===== src/encoder_position_counter_map.svh =====
// Constant definitions for the encoder position counter.
`ifndef ENCODER_POSITION_COUNTER_MAP_SVH
`define ENCODER_POSITION_COUNTER_MAP_SVH
`define POS_WIDTH     32
`define POS_RESET     32'h0000_0000
`define SYNC_STAGES   2
`endif


===== src/encoder_position_counter_pkg.sv =====
// Types shared by the encoder position counter.
`default_nettype none
package encoder_position_counter_pkg;
    // Decoding mode selected by the user.
    typedef enum logic [1:0]
    {
        MODE_X1       = 2'b00,
        MODE_X2       = 2'b01,
        MODE_X4       = 2'b10,
        MODE_TWO_PULSE = 2'b11
    } decode_mode_t;
endpackage : encoder_position_counter_pkg
`default_nettype wire


===== src/encoder_position_counter.sv =====
// Incremental encoder decoder with signed position counter and index alignment.
`timescale 1ns/1ps
`default_nettype none
`include "encoder_position_counter_map.svh"
// Functional notes
// (RULE_01) Encoder drives A and B in quadrature.
// (RULE_02) X1: count up on A rise, A leading.
// (RULE_03) X1: count down on A fall, B leading.
// (RULE_04) X2: step on both A edges.
// (RULE_05) X4: step on every A and B edge; A and B edges in the same clock are dropped.
// (RULE_06) Two-pulse: A pulse counts up.
// (RULE_07) Two-pulse: B pulse counts down.
// (RULE_08) Selectable A/B phase qualifies index.
// (RULE_09) Qualified index loads reference value.
// (RULE_10) Two-stage sync; one step per clock.
module encoder_position_counter
    import encoder_position_counter_pkg::*;
(
    input  wire logic                    clock_in,        // 10 MHz counter clock.
    input  wire logic                    rst_in,          // Synchronous reset, active high.
    input  wire logic                    chan_a_in,       // Encoder channel A pin.
    input  wire logic                    chan_b_in,       // Encoder channel B pin.
    input  wire logic                    index_in,        // Encoder index pin.
    input  wire decode_mode_t            mode_in,         // Decoding mode.
    input  wire logic                    index_enable_in, // Enables index alignment.
    input  wire logic [1:0]              index_phase_in,  // Required {A,B} levels for index.
    input  wire logic [`POS_WIDTH-1:0]   reload_value_in, // Value loaded on qualified index.
    output logic      [`POS_WIDTH-1:0]   position_out,    // Signed position count.
    output logic                         direction_out,   // High when last motion was reverse.
    output logic                         index_seen_out   // Pulses one cycle on index load.
);

    ////////////////////////////////////////////////////////////////////////////
    // Input synchronisers.
    logic [2:0] sync1_r;  // First stage; read only by the second stage.
    logic [2:0] sync2_r;  // Second stage; safe to use.
    logic [2:0] prev_r;   // Previous synchronised value for edge detection.

    // Pins are asynchronous, so each passes two flops before any logic reads it.
    always_ff @(posedge clock_in)
    begin
        if (rst_in)
        begin
            sync1_r <= 3'h0;
            sync2_r <= 3'h0;
            prev_r  <= 3'h0;
        end
        else
        begin
            sync1_r <= {index_in, chan_b_in, chan_a_in}; // RULE_10
            sync2_r <= sync1_r;                          // RULE_10
            prev_r  <= sync2_r;
        end
    end

    ////////////////////////////////////////////////////////////////////////////
    // Edge and direction decode.
    logic a_s, b_s, z_s;
    logic a_rise, a_fall, b_rise, b_fall, z_rise;
    logic step_up, step_dn;  // Step requests this cycle.
    logic qualified_index;

    assign a_s    = sync2_r[0];
    assign b_s    = sync2_r[1];
    assign z_s    = sync2_r[2];
    assign a_rise = a_s & ~prev_r[0];
    assign a_fall = ~a_s & prev_r[0];
    assign b_rise = b_s & ~prev_r[1];
    assign b_fall = ~b_s & prev_r[1];
    assign z_rise = z_s & ~prev_r[2];

    // Direction follows which channel leads; the encoder must keep 90 degrees apart.
    always_comb
    begin
        step_up = 1'b0;
        step_dn = 1'b0;
        unique case (mode_in)
            MODE_X1:
            begin
                // A rising with B low means A leads; A falling with B low means B leads.
                step_up = a_rise & ~b_s; // RULE_01 RULE_02
                step_dn = a_fall & ~b_s; // RULE_03
            end
            MODE_X2:
            begin
                step_up = (a_rise & ~b_s) | (a_fall & b_s); // RULE_04
                step_dn = (a_fall & ~b_s) | (a_rise & b_s); // RULE_04
            end
            MODE_X4:
            begin
                // Should both channels move together the edge is ambiguous and is dropped.
                step_up = ((a_rise & ~b_s) | (a_fall & b_s) | (b_rise & a_s) | (b_fall & ~a_s))
                          & ~((a_rise | a_fall) & (b_rise | b_fall)); // RULE_05
                step_dn = ((a_fall & ~b_s) | (a_rise & b_s) | (b_fall & a_s) | (b_rise & ~a_s))
                          & ~((a_rise | a_fall) & (b_rise | b_fall)); // RULE_05
            end
            MODE_TWO_PULSE:
            begin
                // Coincident pulses cancel, keeping one step per clock.
                step_up = a_rise & ~b_rise; // RULE_06 RULE_10
                step_dn = b_rise & ~a_rise; // RULE_07 RULE_10
            end
        endcase
    end

    // Index counts only when the channel levels match the chosen phase.
    assign qualified_index = index_enable_in & z_rise & ({a_s, b_s} == index_phase_in); // RULE_08

    ////////////////////////////////////////////////////////////////////////////
    // Position counter.
    logic [`POS_WIDTH-1:0] pos_r;
    logic [`POS_WIDTH-1:0] pos_nxt;

    // The index reload takes precedence over a step in the same cycle.
    always_comb
    begin
        pos_nxt = pos_r;
        if (qualified_index)
            pos_nxt = reload_value_in;    // RULE_09
        else if (step_up)
            pos_nxt = pos_r + `POS_WIDTH'(1); // RULE_02 RULE_06
        else if (step_dn)
            pos_nxt = pos_r - `POS_WIDTH'(1); // RULE_03 RULE_07
    end

    always_ff @(posedge clock_in)
    begin
        if (rst_in)
            pos_r <= `POS_RESET;
        else
            pos_r <= pos_nxt;
    end

    ////////////////////////////////////////////////////////////////////////////
    // Status outputs.
    logic dir_r;
    logic idx_r;

    // Direction holds its last value while the encoder is idle.
    always_ff @(posedge clock_in)
    begin
        if (rst_in)
            dir_r <= 1'b0;
        else if (step_dn)
            dir_r <= 1'b1;
        else if (step_up)
            dir_r <= 1'b0;
    end

    // One-cycle marker of an index reload.
    always_ff @(posedge clock_in)
    begin
        if (rst_in)
            idx_r <= 1'b0;
        else
            idx_r <= qualified_index;
    end

    assign position_out   = pos_r;
    assign direction_out  = dir_r;
    assign index_seen_out = idx_r;
endmodule : encoder_position_counter
`default_nettype wire


===== config.mk =====
export PLATFORM = sky130hd
export DESIGN_NAME = encoder_position_counter
export DESIGN_NICKNAME = d
export VERILOG_FILES = /design/src/encoder_position_counter_pkg.sv /design/src/encoder_position_counter.sv
export VERILOG_INCLUDE_DIRS = /design/src
export SDC_FILE = /design/constraint.sdc
export NUM_CORES = 1
export LEC_CHECK = 0
export BUFFER_PORTS_ARGS = -buffer_cell sky130_fd_sc_hd__buf_2
export CAP_MARGIN = 10
export CORE_AREA = 3 3 83 85
export CTS_CLUSTER_DIAMETER = 40
export DETAILED_ROUTE_END_ITERATION = 7
export DIE_AREA = 0 0 86 88
export GPL_ROUTABILITY_DRIVEN = 1
export PLACE_DENSITY = 0.85
export SLEW_MARGIN = 20
export SYNTH_ARGS = -nofsm -noshare
export SYNTH_HDL_FRONTEND = slang
export SYNTH_SLANG_ARGS = --single-unit

===== constraint.sdc =====
create_clock -name clock_in -period 14.02 [get_ports clock_in]
set_input_delay 2.804 -clock clock_in [delete_from_list [all_inputs] [get_ports clock_in]]
set_output_delay 2.804 -clock clock_in [all_outputs]
set_load 0.05 [all_outputs]

==> impl_metrics.tcl <==
set metrics [dict create \
    status "finished clean" \
    max_freq_mhz 166 \
    start_util_pct 59.3 \
    globalRouteMet1Util_pct 33.1 \
    holdWs_ns 0.439 \
    path_cells "buf_2, o21bai_1, a311oi_1, nor3_4, buf_4, ha_1, a2111oi_0, o21ai_1, and3b_2, o21a_1, o211ai_1, mux2i_1, nor3_2, a2111oi_2" \
    cp.required_ns 14.22 \
    tns_ns 0 \
    final_cells 613 \
    regToRegSetupSlack_ns 9.71 \
    cpPeakStageDelay_ns 0.42 \
    final_cell_area_um2 4210 \
    leakage_nw 1.89 \
    grt_use_met2_pct 47.9 \
    vias 3845 \
    worst_slew_pin_slew_ns 0.848 \
    ios 76 \
    synth.top_cell.area_share_pct 23.1 \
    clock-sinks 43 \
    cts_made_buffers 5 \
    grt_max_degree 47 \
    yosys.area.top_type "dfxtp_1" \
    area_delta_synth_final_pct 13.1 \
    async_reset_ff_share_pct 0 \
    coreArea_um2 6280 \
    grt.busiest_layer "met2" \
    clk_latency_ns 0.30 \
    seq_area_frac_synth_pct 23.1 \
    r2r_start "sync2_r[1]" \
    synth-main-ff-cell "dfxtp_1" \
    avgSynthCellArea_um2 7.88 \
    die_y_um 88 \
    yosysWarnings 0 \
    power_density_nw_per_um2 245 \
    grt_pass1_vias 3631 \
    slew_headroom_pct 43.4 \
    start_kind "input port" \
    drt-pass1-iter-count 5 \
    drc 0 \
    cts_hold_buf 0 \
    critical_path_class "in -> reg" \
    final_antenna_net_count 0 \
    ys_types 71 \
    via_per_inst 6.27 \
    synthesis.area_um2 3720 \
    crit_start "mode_in[0]" \
    antenna_cells 0 \
    gr-total-overflow 0 \
    postCtsSetupRepairBufs 0 \
    synth_area_leaders "dfxtp_1 23%, ha_1 12%, nand2_1 5.3%" \
    place_area_um2 4120 \
    avgRoutedWirePerCell_um 16.2 \
    hold_violations 0 \
    drt_iter0_drc 258 \
    rows 29 \
    die_w_um 86 \
    cp-end-kind "register" \
    min_from "sync1_r[0]" \
    min_period_ns 6.04 \
    grtUsageMet3_pct 4.05 \
    ctsLongestPathBuffers 2 \
    utilization_pct 67.1 \
    finClkSkew_ns 0.00750 \
    path_delay_family "compound AO/OA/AOI/OAI gates" \
    arrival_ns 6.24 \
    synth-seq-cells 43 \
    synth_nets 550 \
    place_inst 606 \
    grtUsageTotal_pct 26.8 \
    synthCells 472 \
    slew_viol_final 0 \
    dp_slack_ns 7.71 \
    cts-root-buf "clkbuf_8" \
    antenna_found_initial 0 \
    cts_resized 0 \
    port_buffers 75 \
    grt_pass1_wl_um 16800 \
    synth_edf_count 0 \
    dieArea_um2 7570 \
    rsz0062_at_grt "no" \
    gp_congestion 0.930 \
    finalCritPeriodShare_pct 43.1 \
    setup_slack_ns 7.98 \
    setup_viol 0 \
    cts_tree "done" \
    layout-drive-gt1-share_pct 21.1 \
    hpwlAfterDp_um 7230 \
    clk_pin_slew_worst_paths_ns 0.08 \
    cp_max_fo 37 \
    hp-class "reg -> reg" \
    finalPower_mw 1.03 \
    cap_viol_max_count 0 \
    peakVddDrop_mv 0.120 \
    htreeDepth 2 \
    nets 614 \
    wl_um 9950 \
    path_buf_inv 2 \
    crit_slowest_cell "a311oi_1" \
]
## flip-flops by register name, indices dropped and copies added (netlist names)
name	flops
direction_out	1
index_seen_out	1
position_out	32
prev_r	3
sync1_r	3
sync2_r	3
## logic make-up (layout without fill, tap and decap cells)
logic type,count (synthesis),in the layout,synth area share [%]
simple gates,164,164,22.0
compound gates,161,161,30.2
flops,43,43,23.1
fa+ha+maj,36,36,12.3
buf+inv,36,100,4.44
xor+xnor,23,23,5.41
mux,9,9,2.45
## where the power goes
| part | leakage [nW] | switching (mW) | total [mW] | internal, mW |
|---|---|---|---|---|
| sequential | 0.355 | 0.0287 | 0.185 | 0.156 |
| combinational | 1.49 | 0.477 | 0.767 | 0.290 |
| clock | 0.0470 | 0.0427 | 0.0814 | 0.0387 |
## Yosys cell counts (6+ instances only)
cell type,number
ha_1,35
a311oi_1,7
nor3_1,14
a211oi_1,14
mux2i_1,8
nor2_1,36
nand3_1,12
dfxtp_1,43
inv_1,14
nand2_1,53
and2_1,6
a21o_1,10
a21oi_1,38
o21ai_1,8
a31oi_1,7
nor2b_1,8
o211ai_1,6
clkbuf_1,12
o21ai_0,24
o21bai_1,6
xnor2_1,14
xor2_1,9
or3_1,6
## placed cells by master, fill, tap and decap left out, drive strengths merged, types with 3 or more instances in the layout
cell     count
a2111oi      5
a211oi      15
a21boi       3
a21o        10
a21oi       39
a311oi       8
a31o         3
a31oi        7
and2         6
and3         5
buf         79
clkbuf       6
dfxtp       43
ha          35
inv         14
mux2i        8
nand2       54
nand2b       4
nand3       13
nand4        5
nor2        37
nor2b        8
nor3        19
o211ai       7
o21a         5
o21ai       33
o21bai       6
o31ai        3
or3          6
xnor2       14
xor2         9
## area by class of cell
cell class                      instances  area, µm²
Clock buffer                            6       82.6
Inverter                               14       52.6
Tap cell                               77       96.3
Fill cell                             548       2070
Sequential cell                        43        861
Clock inverter                          1       5.00
Timing Repair Buffer                   79        405
Multi-Input combinational cell        393       2710
## worst paths after layout
path,endpoint,cells past startpoint
hold reg to reg,sync2_r[0],1
hold / removal,sync2_r[0],1
setup / recovery,position_out[19],14
setup reg to reg,position_out[19],15
## worst register-to-register path, stage by stage (launching register included)
cell       delay [ns]
dfxtp_1          0.50
inv_1            0.13
ha_1             0.32
o21bai_1         0.23
a311oi_1         0.12
nor3_4           0.17
buf_4            0.40
ha_1             0.37
a2111oi_0        0.42
o21ai_1          0.18
and3b_2          0.27
o21a_1           0.22
o211ai_1         0.24
mux2i_1          0.25
nor3_2           0.06
a2111oi_2        0.33
## per-layer routing
| layer | up-vias | wire length, µm |
|---|---|---|
| li1 | 1886 | - |
| met1 | 1802 | 4320 |
| met5 | - | 0 |
| met2 | 139 | 4840 |
| met3 | 18 | 595 |
| met4 | 0 | 189 |
Power figures use the tool's default switching activity.
